### src/itec_pkg.sv
package itec_pkg;
    localparam int CHAN_W = 9;
    localparam int SEL_W = 5;
    localparam int SEL_LSB = CHAN_W - SEL_W;
    localparam int CLK_HZ = 125_000_000;
    // Default internal sample period, nanoseconds
    localparam int SAMPLE_PERIOD_NS = 1280;
    localparam int SAMPLE_DIV = (SAMPLE_PERIOD_NS * (CLK_HZ / 1_000_000))
                                / 1000;
    localparam logic [SEL_W-1:0] SEL_RST = 5'h00;
    localparam logic [CHAN_W-1:0] CHAN_RST = 9'h000;

    // Hardware trigger command of the active input procedure
    typedef struct packed {
        logic present;
        logic gated;
    } itec_trig_cmd_s;

    typedef enum logic [2:0] {
        ST_IDLE = 3'h1,
        ST_WAIT = 3'h2,
        ST_RUN = 3'h4
    } itec_state_e;
endpackage : itec_pkg

### src/itec_ctrl.sv
`timescale 1ns/1ps
module itec_ctrl #(
    parameter int DIV = itec_pkg::SAMPLE_DIV
) (
    // Clock, reset, enable
    input wire logic clk_sys,
    input wire logic rstn,
    input wire logic ce,
    // Sequencer side
    input wire logic proc_start,
    input wire logic proc_stop,
    input wire itec_pkg::itec_trig_cmd_s hw_trigger_command,
    input wire logic ext_clk_sel,
    input wire logic [itec_pkg::CHAN_W-1:0] next_chan,
    output logic sample_take,
    output logic [itec_pkg::CHAN_W-1:0] sample_chan,
    output logic sampling_active,
    // Connector pins
    input wire logic ext_sample_clock_in,
    input wire logic ext_sample_trigger_in,
    output logic sample_clock_out,
    output logic [itec_pkg::SEL_W-1:0] exp_sel
);
    import itec_pkg::*;

    logic [1:0] rst_sync_ff;
    logic rst_n;
    logic [1:0] trig_sync_ff, xclk_sync_ff;
    logic trig_prev_ff, xclk_prev_ff;
    logic [15:0] div_cnt_ff;
    logic int_clk_ff, int_prev_ff;
    itec_state_e state_ff, nxt_state;
    itec_trig_cmd_s cmd_ff;
    logic [CHAN_W-1:0] pend_ff, chan_ff;
    logic [SEL_W-1:0] sel_ff;
    logic take_ff, clkout_ff;

    // Reset release through two flops
    always_ff @(posedge clk_sys or negedge rstn) begin
        if (!rstn) begin
            rst_sync_ff <= 2'h0;
        end else begin
            rst_sync_ff <= {rst_sync_ff[0], 1'b1};
        end
    end
    assign rst_n = rst_sync_ff[1];

    // Pin synchronisers; pull-up makes an open trigger pin read high
    always_ff @(posedge clk_sys or negedge rst_n) begin
        if (!rst_n) begin
            trig_sync_ff <= 2'h3;
            xclk_sync_ff <= 2'h0;
            trig_prev_ff <= 1'b1;
            xclk_prev_ff <= 1'b0;
        end else if (ce) begin
            trig_sync_ff <= {trig_sync_ff[0], ext_sample_trigger_in};
            xclk_sync_ff <= {xclk_sync_ff[0], ext_sample_clock_in};
            trig_prev_ff <= trig_sync_ff[1];
            xclk_prev_ff <= xclk_sync_ff[1];
        end
    end

    // Edge detection on synchronised pins and the internal divider
    wire trig_w = trig_sync_ff[1];
    wire trig_rise_w = trig_w & ~trig_prev_ff;
    wire xclk_rise_w = xclk_sync_ff[1] & ~xclk_prev_ff;
    wire int_rise_w = int_clk_ff & ~int_prev_ff;
    wire div_end_w = (div_cnt_ff == 16'(DIV / 2 - 1));

    // Internal sample clock: square wave from a divider
    always_ff @(posedge clk_sys or negedge rst_n) begin
        if (!rst_n) begin
            div_cnt_ff <= 16'h0000;
            int_clk_ff <= 1'b0;
            int_prev_ff <= 1'b0;
        end else if (ce) begin
            div_cnt_ff <= div_end_w ? 16'h0000 : div_cnt_ff + 16'h0001;
            int_clk_ff <= div_end_w ? ~int_clk_ff : int_clk_ff;
            int_prev_ff <= int_clk_ff;
        end
    end

    // Sample tick source selection
    wire tick_w = ext_clk_sel ? xclk_rise_w : int_rise_w;

    // Trigger state decode
    wire start_w = proc_start & ~proc_stop;
    wire run_w = state_ff == ST_RUN;
    wire idle_w = state_ff == ST_IDLE;
    // Gating only applies when a trigger command is present
    wire gate_ok_w = ~(cmd_ff.present & cmd_ff.gated) | trig_w;
    // Restart requests outside idle must not disturb the pending channel
    wire take_w = ce & run_w & tick_w & gate_ok_w;
    wire load_w = ce & ((start_w & idle_w) | take_w);
    wire [CHAN_W-1:0] nxt_pend = next_chan;

    always_comb begin
        nxt_state = state_ff;
        case (state_ff)
            ST_IDLE: begin
                if (start_w) begin
                    if (!hw_trigger_command.present || trig_w) begin
                        nxt_state = ST_RUN;
                    end else begin
                        nxt_state = ST_WAIT;
                    end
                end
            end
            ST_WAIT: begin
                if (proc_stop) begin
                    nxt_state = ST_IDLE;
                end else if (trig_rise_w) begin
                    nxt_state = ST_RUN;
                end
            end
            ST_RUN: begin
                if (proc_stop) begin
                    nxt_state = ST_IDLE;
                end
            end
            default: begin
                nxt_state = ST_IDLE;
            end
        endcase
    end

    // State and latched trigger mode
    always_ff @(posedge clk_sys or negedge rst_n) begin
        if (!rst_n) begin
            state_ff <= ST_IDLE;
            cmd_ff <= '0;
        end else if (ce) begin
            state_ff <= nxt_state;
            if (start_w && state_ff == ST_IDLE) begin
                cmd_ff <= hw_trigger_command;
            end
        end
    end

    // Channel pipeline: select shows the channel one tick ahead
    always_ff @(posedge clk_sys or negedge rst_n) begin
        if (!rst_n) begin
            pend_ff <= CHAN_RST;
            chan_ff <= CHAN_RST;
            sel_ff <= SEL_RST;
        end else if (load_w) begin
            pend_ff <= nxt_pend;
            sel_ff <= nxt_pend[CHAN_W-1:SEL_LSB];
            if (take_w) begin
                chan_ff <= pend_ff;
            end
        end
    end

    // Strobe and buffered clock out
    always_ff @(posedge clk_sys or negedge rst_n) begin
        if (!rst_n) begin
            take_ff <= 1'b0;
            clkout_ff <= 1'b0;
        end else if (ce) begin
            take_ff <= take_w;
            clkout_ff <= int_clk_ff;
        end
    end

    // Bit four leaves on the first select line
    assign exp_sel = sel_ff;
    assign sample_chan = chan_ff;
    assign sample_take = take_ff;
    assign sample_clock_out = clkout_ff;
    assign sampling_active = run_w;
endmodule : itec_ctrl

### config.mk
export PLATFORM = sky130hd
export DESIGN_NAME = itec_ctrl
export DESIGN_NICKNAME = d
export VERILOG_FILES = /design/src/itec_pkg.sv /design/src/itec_ctrl.sv
export SDC_FILE = /design/constraint.sdc
export NUM_CORES = 1
export LEC_CHECK = 0
export BUFFER_PORTS_ARGS = -buffer_cell sky130_fd_sc_hd__buf_2
export CORE_UTILIZATION = 45
export DETAILED_ROUTE_END_ITERATION = 10
export HOLD_SLACK_MARGIN = 0.06
export MAX_ROUTING_LAYER = met4
export PLACE_DENSITY = 0.66
export SLEW_MARGIN = 5
export SYNTH_ARGS = -nofsm -noshare
export SYNTH_HDL_FRONTEND = slang
export SYNTH_SLANG_ARGS = --single-unit
export TNS_END_PERCENT = 5
### constraint.sdc
create_clock -name clk_sys -period 4.5 [get_ports clk_sys]
set_clock_uncertainty 0.2 [all_clocks]
set_input_delay 0.675 -clock clk_sys [delete_from_list [all_inputs] [get_ports clk_sys]]
set_output_delay 0.675 -clock clk_sys [all_outputs]
set_load 0.03 [all_outputs]
## Yosys cells after proc, flatten, opt, wreduce, memory -nomap -nowiden

Cells that the tools add are included.

| cells by class | value |
|---|---|
| $add $sub $neg | 1 |
| equality and inequality tests | 7 |
| muxes and demuxes | 8 |
| bitwise logic cells | 18 |
| reductions and logical operators | 7 |

Operators with widths:

| operator | number |
|---|---|
| $add A16 B1 Y16 const B | 1 |
| $eq A16 B7 Y1 const B | 1 |
| $mux W16 | 1 |
| $mux W3 | 5 |
| $and A1 B1 Y1 | 10 |
| $pmux W3 S3 | 1 |
| $not A1 Y1 | 6 |
| $reduce_and A2 Y1 | 3 |
| $ne A2 B2 Y1 const B | 2 |
| $reduce_and A4 Y1 | 1 |
| $eq A3 B1 Y1 const B | 1 |
| $eq A3 B2 Y1 const B | 1 |
| $eq A3 B3 Y1 const B | 1 |
| $ne A3 B3 Y1 const B | 1 |
| $or A1 B1 Y1 | 2 |
| $logic_and A1 B1 Y1 | 1 |
| $logic_not A1 Y1 | 1 |
| $logic_or A1 B1 Y1 | 1 |
| $mux W1 | 1 |

| storage, ports and cells | value |
|---|---|
| register bits after elaboration | 55 |
| input bits | 19 |
| output and inout bits | 17 |

## Logic depth before layout (Yosys ltp)

Gate-level depths: netlist of run 1.

| depth | value |
|---|---|
| depth in word-level cells | 8 |
| depth in mapped cells | 5 |
| depth with buffers taken out | 5 |

## Worst setup path after synthesis of run 1

OpenSTA, ideal clock, no wires.

| path | value |
|---|---|
| path kind | reg2out |
| from | register state_ff[2] |
| to | output port sampling_active |
| arrival time | 1.239 ns |
| path slack | 2.386 ns |
| cell stages (with the launch flop) | 3 |
| path buffers | 1 |
| path through | dfrtp_1 -> buf_2 -> nor3b_1 |

| between the ends | value |
|---|---|
| cells in the longest elaborated chain, start to end | 1 |

RTL lines:

| item | RTL line | source |
|---|---|---|
| start, declared | itec_ctrl.sv:32 | `itec_state_e state_ff, nxt_state;` |
| start signal, assigned | itec_ctrl.sv:133 | `state_ff <= nxt_state;` |
| $eq A3 B3 Y1 | itec_ctrl.sv:88 | `wire run_w = state_ff == ST_RUN;` |
| end, declared | itec_ctrl.sv:17 | `output logic sampling_active,` |

Every way passes these cells.

## Worst setup path in the final report of run 1

| path | value |
|---|---|
| from | input port ce |
| to | register pend_ff[1] |

| between the ends | value |
|---|---|
| cells in the longest elaborated chain, start to end | 5 |

RTL lines:

| item | RTL line | source |
|---|---|---|
| start, declared | itec_ctrl.sv:8 | `input wire logic ce,` |
| $and A1 B1 Y1 (3 in series) | itec_ctrl.sv:93 | `wire take_w = ce & run_w & tick_w & gate_ok_w;` |
| $or A1 B1 Y1 | itec_ctrl.sv:94 | `wire load_w = ce & ((start_w & idle_w) \| take_w);` |
| $and A1 B1 Y1 * | itec_ctrl.sv:94 |  |
| end signal, assigned | itec_ctrl.sv:147 | `pend_ff <= nxt_pend;` |
| end, declared | itec_ctrl.sv:34 | `logic [CHAN_W-1:0] pend_ff, chan_ff;` |

Every way passes the cells marked *; elsewhere a longest branch is shown, timed or not.
A chain may end at the register's enable or synchronous reset.

==> results of run 1 <==
[path summary, 6_finish.rpt]
| check | depth (start not counted) | slack [ps] | endpoint | startpoint |
|---|---|---|---|---|
| worst max-delay path | 6 | 2250 | pend_ff[1] | ce |
| worst min-delay path | 0 | 150 | rst_sync_ff[1] | rst_sync_ff[0] |
| worst max register to register | 5 | 2360 | div_cnt_ff[3] | div_cnt_ff[1] |
| worst min register to register | 0 | 150 | rst_sync_ff[1] | rst_sync_ff[0] |
| max in group asynchronous | 0 | 3210 | xclk_sync_ff[0] | rst_sync_ff[1] |
| min in group asynchronous | 0 | 240 | pend_ff[6] | rst_sync_ff[1] |
[flip-flops by register name, indices dropped and copies added (netlist names), 2 cells and up]
name          flops
div_cnt_ff       16
pend_ff           9
sample_chan       9
state_ff          3
cmd_ff            2
rst_sync_ff       2
trig_sync_ff      2
xclk_sync_ff      2
[report_power, final]
part           internal, uW  switching (uW)  leakage (uW)  total [uW]
clock                   183             143     0.0000618         326
combinational           188             218      0.000520         406
sequential              579             110      0.000626         689
total                   949             472       0.00121        1420
[cell usage in the layout, fill, tap and decap left out, types with 4 or more instances in the layout]
| cell | netlist | routed |
|---|---|---|
| xnor2_1 | 12 | 12 |
| dfrtp_1 | 46 | 45 |
| buf_2 | 4 | 35 |
| mux2_2 | 27 | 27 |
| dfstp_2 | 4 | 4 |
| clkbuf_8 | 0 | 6 |
| nand3_1 | 7 | 7 |
| nor2_1 | 8 | 8 |
| nand2_1 | 9 | 9 |
| inv_1 | 6 | 6 |
[cells in the mapped netlist, types with 3 or more instances]
library cell,number
dfrtp_1,46
mux2_2,27
xnor2_1,12
nand2_1,9
nor2_1,8
nand3_1,7
inv_1,6
buf_4,5
buf_2,4
dfstp_2,4
and3_1,3
nand2b_1,3
nand4_1,3
o21ai_0,3
[cell families (layout without fill, tap and decap cells)]
kind of cell / Yosys count / count (layout)
fa+ha+maj: 1 / 1
mux: 29 / 29
compound gates: 15 / 15
simple gates: 53 / 53
buf+inv: 16 / 51
other cells: 1 / 1
flops: 50 / 50
xor+xnor: 13 / 13
[per-layer routing]
metal	global-route usage	wire length, um	vias to the layer above
li1	-	-	682
met1	0.201	1780	649
met2	0.214	1470	31
met3	0.0389	150	4
met4	0.0458	34	0
met5	-	0	-
[metrics by stage]
stage | area [um^2] | power (uW)
floorplan | 2220 | 1030
global placement | 2420 | 1110
detailed placement | 2420 | 1110
CTS | 2550 | 1440
global route | 2550 | 1500
finish | 2550 | 1420
[area by class of cell]
class / count / share of cell area
flip-flops and latches: 50 / 0.492
multi-input cells: 112 / 0.343
repair buffers: 37 / 0.0754
well taps: 67 / 0.0328
clock buffers: 6 / 0.0323
clock inverters: 2 / 0.0152
inverters: 6 / 0.00881
==> summary.txt, run 1 <==
Status
  – Status: complete, no violations

Synthesis
  – Multiplexer area fraction after synthesis: 0.146
  – Post-Synth Simple-Gate Area: 0.144
  – Area leader, netlist: dfrtp_1
  – Yosys reg bits: 50
  – Combinational family with the most area after synthesis: multiplexers
  – Cell area after synthesis: 0.00222 mm^2
  – Top cells by area, synth: dfrtp_1, mux2_2, dfstp_2
  – EDFF count, synth: 0
  – Syn_area_per_cell: roughly 12 um^2
  – Gate Count Post-Synth: around 180
  – Post-Synth XOR/XNOR Area: 0.0514
  – Share of flip-flops with an asynchronous set or reset: 1.00
  – Adder-cell share of the synthesized area: 0.00564
  – Ys flop type: dfrtp_1
  – Seq/Total Area, Yosys: 0.567
  – Yosys warns: 0
  – Post-synth top area share: 0.519
  – Synth cell types: 44
  – Compound-Gate Fraction of Synth Area: 0.0463
  – Net Count, Synth: around 200

CTS
  – # clock sinks: 50
  – TritonCTS Buffers: 5
  – Clock tree root buffer cell: clkbuf_8
  – Clk_lat worst skew: 300 ps
  – Reg clk slew, reported paths: ~90 ps
  – Post-CTS Setup Inserts: 0
  – Max clock buf depth: 2
  – Cts hold-fix bufs: 1
  – H-tree depth: 2
  – CTS tree: done
  – # resized after CTS: 0

Setup path
  – Delay-heaviest family, CP: buffers and inverters
  – Crit end category: flop
  – CP Cell Sequence: buf_2, nor4bb_1, o211ai_1, buf_4, nand2_2, mux2_2
  – CP Max Fanout: 24
  – CP bufs+invs: 2
  – Worst path required time: roughly 4500 ps
  – Worst Setup Path Type: input port to flop
  – Worst EP arrival: approximately 2200 ps
  – Startpoint types: input port
  – Highest-delay cell along the critical path: mux2_2
  – Crit path largest cell delay: 360 ps

Finish
  – Multi-input gate area: between 800 and 900 um^2
  – Core Util, Final: 0.541
  – Fin cells: 280
  – Fillcell total: just over 400
  – Area delta synth->final: 15.2%
  – Layout cells sized above 1: 0.390
  – Diode count: 0
  – Reg area: between 0.001 and 0.0015 mm^2
  – Final nets: around 230

STA
  – Worst rel slew slack: 0.327
  – Hold slack final: 154 ps
  – RSZ-0062 raised after global routing: false
  – Final setup viols: 0
  – Hold Violations, Final: 0
  – Fin. max-slew vios: 0
  – FMAX: about 0.44 GHz
  – Min Tclk post-route: between 2000 and 2500 ps
  – Setup TNS: 0 ps
  – Crit share post-route: 0.501
  – Actual slew at the worst max-slew pin: just over 1000 ps
  – Setup ws final: between 2000 and 2500 ps

Flow run
  – Max-Cap Viols: 0

Route
  – Vias: between 1,000 and 1,500
  – Routed Antenna Nets: 0
  – Via density: between 4 and 5
  – Routed WL: 3.44 mm
  – Drt drc: 0
  – 1st-iter DRT viols: 40
  – Average wire per standard cell: between 10 and 15 um
  – DR pass1 iterations: 4

GRT
  – Total Routing Usage GR: 0.147
  – First-pass GRT wire length: about 5.7 mm
  – Vias in the first global route: 1,281
  – Remaining Overflow, GRT: 0
  – Initial antenna violation count: 0
  – Largest net degree at the start of global routing: between 40 and 50

Floorplanning
  – Row count: 25
  – Die height: 72.2 um
  – Starting Density: 0.469
  – Die W: 72.2 um
  – Area of the die: approximately 0.0052 mm^2
  – CORE AREA: 0.00472 mm^2
  – I/O Pins: 36

Pwr
  – Max VDD drop: 0.000317 V
  – PwrDens: roughly 560 mW/mm^2
  – P_leak: around 0.0012 uW

Placed design
  – Port bufs: 35
  – Global placer's final weighted congestion: 0.778
  – Post-DP HPWL: roughly 2.4 mm
  – Place WS: approximately 1900 ps
  – Placed Cells: between 200 and 300

Worst hold path
  – Kind of path behind the tightest hold check: flop to flop
Note: power is estimated with default switching activity, not from simulation.
==> run 2: changes to the inputs <==
Settings changed: PLACE_DENSITY 0.66 to 0.68.
Clock period 4.5 ns to 1.85 ns, I/O delays scaled along.
==> run 2 against run 1 <==
Compared with the run above: the flow now finishes with violations (design-rule violations, negative setup slack); critical path depth decreased by 2; final cell count rose by 13%; die area unchanged; final area grew 13%; combinational power grew to 3.0 times the previous value; clock power rose by 140%; via count grew 11%; worst hold slack lost 73 ps; sequential power is 130% higher; global-route usage grew 2.9 points; critical endpoint is now div_cnt_ff[3]; largest cell class unchanged.
==> summary.txt, run 2 (synthesis results as in run 1) <==
Setup path
  – Worst Setup Path Type: flop to flop (was input port to flop)
  – CP startpoint: div_cnt_ff[12] (was ce)
  – FF-to-FF setup slack: -60 ps (was 2360 ps)
  – Highest-delay cell along the critical path: or4_4 (was mux2_2)
  – Startpoint types: flop (was input port)
  – Worst path required time: 1850 ps (was 4490 ps)
  – CP bufs+invs: 0 (was 2)
  – Crit end category: flop (unchanged)
  – Delay-heaviest family, CP: simple AND/OR/NAND/NOR gates (was buffers and inverters)
  – Worst EP arrival: 1910 ps (was 2240 ps)
  – Cells on worst reg2reg path: 4 (was 5)
  – CP Max Fanout: 6 (was 24)
  – Crit Reg-Reg Endpoint: div_cnt_ff[3] (unchanged)
  – Crit path capture: div_cnt_ff[3] (was pend_ff[1])
  – Worst path depth: 4 (was 6)
  – CP Cell Sequence: or4_4, nor4_4, o21ai_1, a22o_1 (was buf_2, nor4bb_1, o211ai_1, buf_4, nand2_2, mux2_2)
  – Critical register-to-register path startpoint: div_cnt_ff[12] (was div_cnt_ff[1])
  – Crit path largest cell delay: 540 ps (was 360 ps)

STA
  – Hold Violations, Final: 0 (unchanged)
  – Min Tclk post-route: 1910 ps
  – FMAX: ~0.52 GHz
  – RSZ-0062 raised after global routing: true (was false)
  – Fin. max-slew vios: 0 (unchanged)
  – Final setup viols: 6 (was 0)
  – Setup ws final: -58.2 ps (was 2250 ps)
  – Actual slew at the worst max-slew pin: 565 ps (was 1010 ps)
  – Crit share post-route: 1.03
  – Worst rel slew slack: 0.622 (was 0.327)

Floorplanning
  – CORE AREA: 0.00472 mm^2 (unchanged)
  – Area of the die: 0.00521 mm^2 (unchanged)
  – Die W: 72.2 um (unchanged)
  – Row count: 25 (unchanged)
  – Die height: 72.2 um (unchanged)
  – Starting Density: 0.469 (unchanged)
  – I/O Pins: 36 (unchanged)

Route
  – Routed WL: 3.99 mm (was 3.44 mm)
  – Average wire per standard cell: 12.7 um (was 12.3 um)
  – Via density: 4.82 (was 4.88)
  – 1st-iter DRT viols: 49 (was 40)
  – Vias: 1,519 (was 1,366)
  – Drt drc: 2 (was 0)
  – Routed Antenna Nets: 0 (unchanged)
  – DR pass1 iterations: 8 (was 4)

Placed design
  – Post-DP HPWL: 2.73 mm (was 2.41 mm)
  – Global placer's final weighted congestion: 0.742 (was 0.778)
  – Placed Cells: 290 (was 271)
  – Port bufs: 35 (unchanged)

Finish
  – Number of flip-flops in the largest register: 16 (unchanged)
  – Layout cells sized above 1: 0.435 (was 0.390)
  – Top reg by flops: div_cnt_ff (unchanged)
  – Commonest non-fill, non-tap cell in the layout: dfrtp_1 (unchanged)
  – Area delta synth->final: 30.2% (was 15.2%)
  – Most frequent cells in the layout: dfrtp_1, buf_2, mux2_2 (unchanged)
  – Fin cells: 315 (was 280)
  – Diode count: 0 (unchanged)
  – Fillcell total: 369 (was 405)
  – Final nets: 267 (was 232)

Worst hold path
  – Kind of path behind the tightest hold check: input port to flop (was flop to flop)

CTS
  – Max clock buf depth: 2 (unchanged)
  – TritonCTS Buffers: 5 (unchanged)
  – CTS tree: done (unchanged)
  – # clock sinks: 50 (unchanged)
  – H-tree depth: 2 (unchanged)
  – Clk_lat worst skew: 300 ps (about the same)
  – Clock tree root buffer cell: clkbuf_8 (unchanged)
  – Reg clk slew, reported paths: 100 ps (was 90 ps)

Status
  – Failing checks: design-rule violations, negative setup slack
  – Status: finished, violations left (was complete, no violations)

Pwr
  – Final Power: 3600 uW (was 1420 uW)
  – Max VDD drop: 0.000671 V (was 0.000317 V)
  – P_leak: 0.00138 uW (was 0.00121 uW)
  – PwrDens: 1250 mW/mm^2 (was 556 mW/mm^2)

GRT
  – Routing usage on met3: 0.0417 (was 0.0389)
  – Met1 usage: 0.228 (was 0.201)
  – Met2 GRT Util: 0.274 (was 0.214)
  – Initial antenna violation count: 0 (unchanged)
  – Top Usage Layer GRT: met2 (unchanged)
  – Largest net degree at the start of global routing: 30 (was 49)
  – Remaining Overflow, GRT: 0 (unchanged)
  – First-pass GRT wire length: 6.84 mm (was 5.75 mm)
  – Vias in the first global route: 1,525 (was 1,281)
  – Total Routing Usage GR: 0.176 (was 0.147)

Flow run
  – Max-Cap Viols: 0 (unchanged)
-- run 2: cell type report --
class	instances	area (um^2)	share of cell area
sequential	50	1260	0.436
timing repair buffer	72	505	0.175
inverter	6	22.5	0.00780
clock inverter	3	47.5	0.0165
multi-input combinational	112	901	0.312
clock buffer	5	68.8	0.0238
tap	67	83.8	0.0290
-- run 2: per-layer routing --
metal	part of all wire	wire (um)
met4	0.013	51
met3	0.032	129
met5	0	0
met1	0.49	1950
met2	0.47	1860
-- run 2: how the worst min path moves through the flow --
stage / slack, ps / start / endpoint / depth (start not counted)
2_1_floorplan: -220 / rstn / rst_sync_ff[0] / 0
3_3_place_gp: -140 / rstn / rst_sync_ff[0] / 1
3_5_place_dp: -140 / rstn / rst_sync_ff[0] / 1
4_1_cts: 70 / rstn / rst_sync_ff[1] / 2
5_1_grt: 90 / rstn / rst_sync_ff[1] / 2
6_report: 80 / proc_stop / state_ff[0] / 2
-- run 2: repair_timing --
action | in CTS | in global routing
hold buffers | 16 | 0
pin swaps | 0 | 4
gates resized for setup | 0 | 3
buffers inserted | 0 | 1
hold endpoints to repair | 26 | 0
endpoints found under the setup margin | 5 | 28
-- run 2: stage by stage --
step / hold slack, ps / setup WS, ps / util / setup TNS (ps) / cell area (um^2)
6_report: 81.7 / -58.2 / 0.611 / -192 / 2890
5_1_grt: 88.0 / -152 / 0.611 / -976 / 2890
4_1_cts: 73.8 / -67.6 / 0.608 / -190 / 2870
3_5_place_dp: -136 / -65.6 / 0.549 / -140 / 2590
3_3_place_gp: -137 / -39.0 / 0.549 / -60.0 / 2590
2_1_floorplan: -218 / -17.8 / - / -176 / 2230
-- run 2: power breakdown --
part	leakage [uW]	internal, uW	switching (uW)	total (uW)
clock network	0.0000587	410	369	779
logic	0.000692	572	640	1210
registers	0.000626	1410	205	1610
==> run 3: changes to the inputs <==
Settings changed: CELL_PAD_IN_SITES_DETAIL_PLACEMENT from default to 0, CELL_PAD_IN_SITES_GLOBAL_PLACEMENT from default to 2, CORE_UTILIZATION 45 to 33, PLACE_DENSITY 0.68 to default, PLACE_DENSITY_LB_ADDON from default to 0.1.
==> run 3 against run 2 <==
Compared with the run above: the run still ends with design-rule violations, negative setup slack left; largest cell class unchanged; non-clock buffer count up 5; critical endpoint unchanged; final area rose by 1.5%; sequential share of layout area shrank 0.63 points; first-iteration DRC count increased by 24%; register-to-register slack about the same; highest routed layer unchanged; final cell count rose by 4.8%; die area up 35%.
==> summary.txt, run 3 (synthesis results as in run 1) <==
Pwr
  – Max VDD drop: 0.000469 V (was 0.000671 V)
  – Final Power: 3670 uW (was 3600 uW)
  – Sw frac: 0.337 (about the same)
  – NetSw: 1230 uW (was 1210 uW)
  – PwrDens: 1250 mW/mm^2 (about the same)
  – Flop pwr share: 0.441 (was 0.447)
  – Clock network fraction of total power: 0.207 (was 0.216)
  – P_leak: 0.00139 uW (was 0.00138 uW)
  – Cell internal pwr: 2430 uW (was 2390 uW)
  – Logic pwr share: 0.352 (was 0.336)

Finish
  – Final nets: 272 (was 267)
  – Top reg by flops: div_cnt_ff (unchanged)
  – Commonest non-fill, non-tap cell in the layout: dfrtp_1 (unchanged)
  – Area delta synth->final: 32.1% (was 30.2%)
  – Number of flip-flops in the largest register: 16 (unchanged)
  – Core Util, Final: 0.456 (was 0.611)
  – Fillcell total: 593 (was 369)
  – Diode count: 0 (unchanged)
  – Layout cells sized above 1: 0.443 (was 0.435)
  – Most frequent cells in the layout: dfrtp_1, buf_2, mux2_2, buf_4, dlygate4sd3_1 (was dfrtp_1, buf_2, mux2_2)

CTS
  – Max clock buf depth: 2 (unchanged)
  – # clock sinks: 50 (unchanged)
  – TritonCTS Buffers: 5 (unchanged)
  – CTS tree: done (unchanged)
  – H-tree depth: 2 (unchanged)
  – Reg clk slew, reported paths: 90 ps (was 100 ps)
  – Clock tree root buffer cell: clkbuf_8 (unchanged)
  – Clk_lat worst skew: 300 ps (about the same)

GRT
  – Initial antenna violation count: 0 (unchanged)
  – Largest net degree at the start of global routing: 49 (was 30)
  – Total Routing Usage GR: 0.134 (was 0.176)
  – Remaining Overflow, GRT: 0 (unchanged)
  – Vias in the first global route: 1,574 (was 1,525)
  – First-pass GRT wire length: 7.34 mm (was 6.84 mm)

Setup path
  – Crit end category: flop (unchanged)
  – CP Cell Sequence: or4_4, nor4_4, buf_4, o21ai_1, a22o_1 (was or4_4, nor4_4, o21ai_1, a22o_1)
  – Crit Reg-Reg Endpoint: div_cnt_ff[3] (unchanged)
  – Worst EP arrival: 1920 ps (was 1910 ps)
  – Worst path required time: 1850 ps (about the same)
  – FF-to-FF setup slack: -70 ps (was -60 ps)
  – Worst Setup Path Type: flop to flop (unchanged)
  – Cells on worst reg2reg path: 5 (was 4)
  – Critical register-to-register path startpoint: div_cnt_ff[12] (unchanged)
  – Highest-delay cell along the critical path: or4_4 (unchanged)
  – Crit path largest cell delay: 550 ps (was 540 ps)
  – Startpoint types: flop (unchanged)
  – CP Max Fanout: 6 (unchanged)

Floorplanning
  – Row count: 29 (was 25)
  – Die height: 84.0 um (was 72.2 um)
  – Die W: 84.0 um (was 72.2 um)
  – I/O Pins: 36 (unchanged)
  – CORE AREA: 0.00642 mm^2 (was 0.00472 mm^2)
  – Starting Density: 0.345 (was 0.469)
  – Area of the die: 0.00705 mm^2 (was 0.00521 mm^2)

Status
  – Status: finished, violations left (unchanged)
  – Failing checks: design-rule violations, negative setup slack (unchanged)

Placed design
  – Global placer's final weighted congestion: 0.834 (was 0.742)
  – Post-DP HPWL: 3.09 mm (was 2.73 mm)
  – Port bufs: 35 (unchanged)

STA
  – Fin. max-slew vios: 0 (unchanged)
  – Crit share post-route: 1.04 (was 1.03)
  – Hold Violations, Final: 0 (unchanged)
  – Setup ws final: -71.4 ps (was -58.2 ps)
  – Final setup viols: 13 (was 6)
  – RSZ-0062 raised after global routing: true (unchanged)
  – Min Tclk post-route: 1920 ps (was 1910 ps)
  – FMAX: 0.520 GHz (was 0.524 GHz)
  – Hold slack final: 46.9 ps (was 81.7 ps)

Route
  – DR pass1 iterations: 7 (was 8)
  – Average wire per standard cell: 13.1 um (was 12.7 um)
  – Routed WL: 4.33 mm (was 3.99 mm)
  – 1st-iter DRT viols: 61 (was 49)
  – Routed Antenna Nets: 0 (unchanged)
  – Via density: 4.83 (was 4.82)
  – Vias: 1,595 (was 1,519)
  – Drt drc: 12 (was 2)

Worst hold path
  – Kind of path behind the tightest hold check: flop to asynchronous set/reset pin (was input port to flop)

Flow run
  – Max-Cap Viols: 0 (unchanged)
==> run 3: final cells by class <==
class,instances,area (um^2),area share
well taps,77,96.3,0.0329
flip-flops and latches,50,1260,0.429
inverters,6,22.5,0.00769
multi-input cells,112,900,0.307
clock inverters,2,37.5,0.0128
repair buffers,77,543,0.185
clock buffers,6,72.6,0.0248
==> run 3: metal layers <==
| layer | GRT usage | part of all wire | routed length (um) |
|---|---|---|---|
| met1 | 0.161 | 0.47 | 2020 |
| met4 | 0.0423 | 0.015 | 63 |
| met5 | - | 0 | 0 |
| met2 | 0.221 | 0.47 | 2040 |
| met3 | 0.0356 | 0.050 | 215 |
==> run 3: stage by stage <==
step | area [um^2] | setup TNS, ps | cells | setup slack (ps)
floorplan | 2230 | -176 | 178 | -17.8
global placement | 2640 | -165 | 305 | -58.5
detailed placement | 2640 | -369 | 305 | -92.4
CTS | 2900 | -330 | 328 | -73.1
global route | 2930 | -1250 | 330 | -150
finish | 2930 | -232 | 330 | -71.4
==> run 3: critical path: cells and delay by family, from the launching register on <==
kind                   cells  cell delay (ps)
buffers and inverters      1              180
AOI/OAI and AO/OA          2              240
and+or+nand+nor            2              820
DFF                        1              390
==> run 3: what timing repair did <==
action,in CTS,in global routing
setup buffers,1,1
resized for setup,0,3
hold buffers,14,1
pin swaps,1,3
endpoints found under the setup margin,14,28
hold endpoints to repair,15,2
==> run 3: how the worst max path moves through the flow <==
stage | start | endpoint | slack (ps) | cells after the start
after detailed placement | div_cnt_ff[1] | div_cnt_ff[3] | -90 | 5
after global placement | div_cnt_ff[0] | div_cnt_ff[3] | -60 | 5
after CTS | div_cnt_ff[12] | div_cnt_ff[3] | -70 | 5
after global routing | div_cnt_ff[12] | div_cnt_ff[3] | -150 | 5
after floorplan | state_ff[0] | pend_ff[0] | -20 | 5
final | div_cnt_ff[12] | div_cnt_ff[3] | -70 | 5
==> run 3: power groups by stage <==
stage | sequential (uW) | clock [uW] | combinational, uW
6_report | 1620 | 759 | 1290
5_1_grt | 1660 | 830 | 1390
4_1_cts | 1620 | 790 | 1280
3_5_place_dp | 1640 | 0 | 1260
3_3_place_gp | 1610 | 0 | 1220
2_1_floorplan | 1770 | 0 | 754
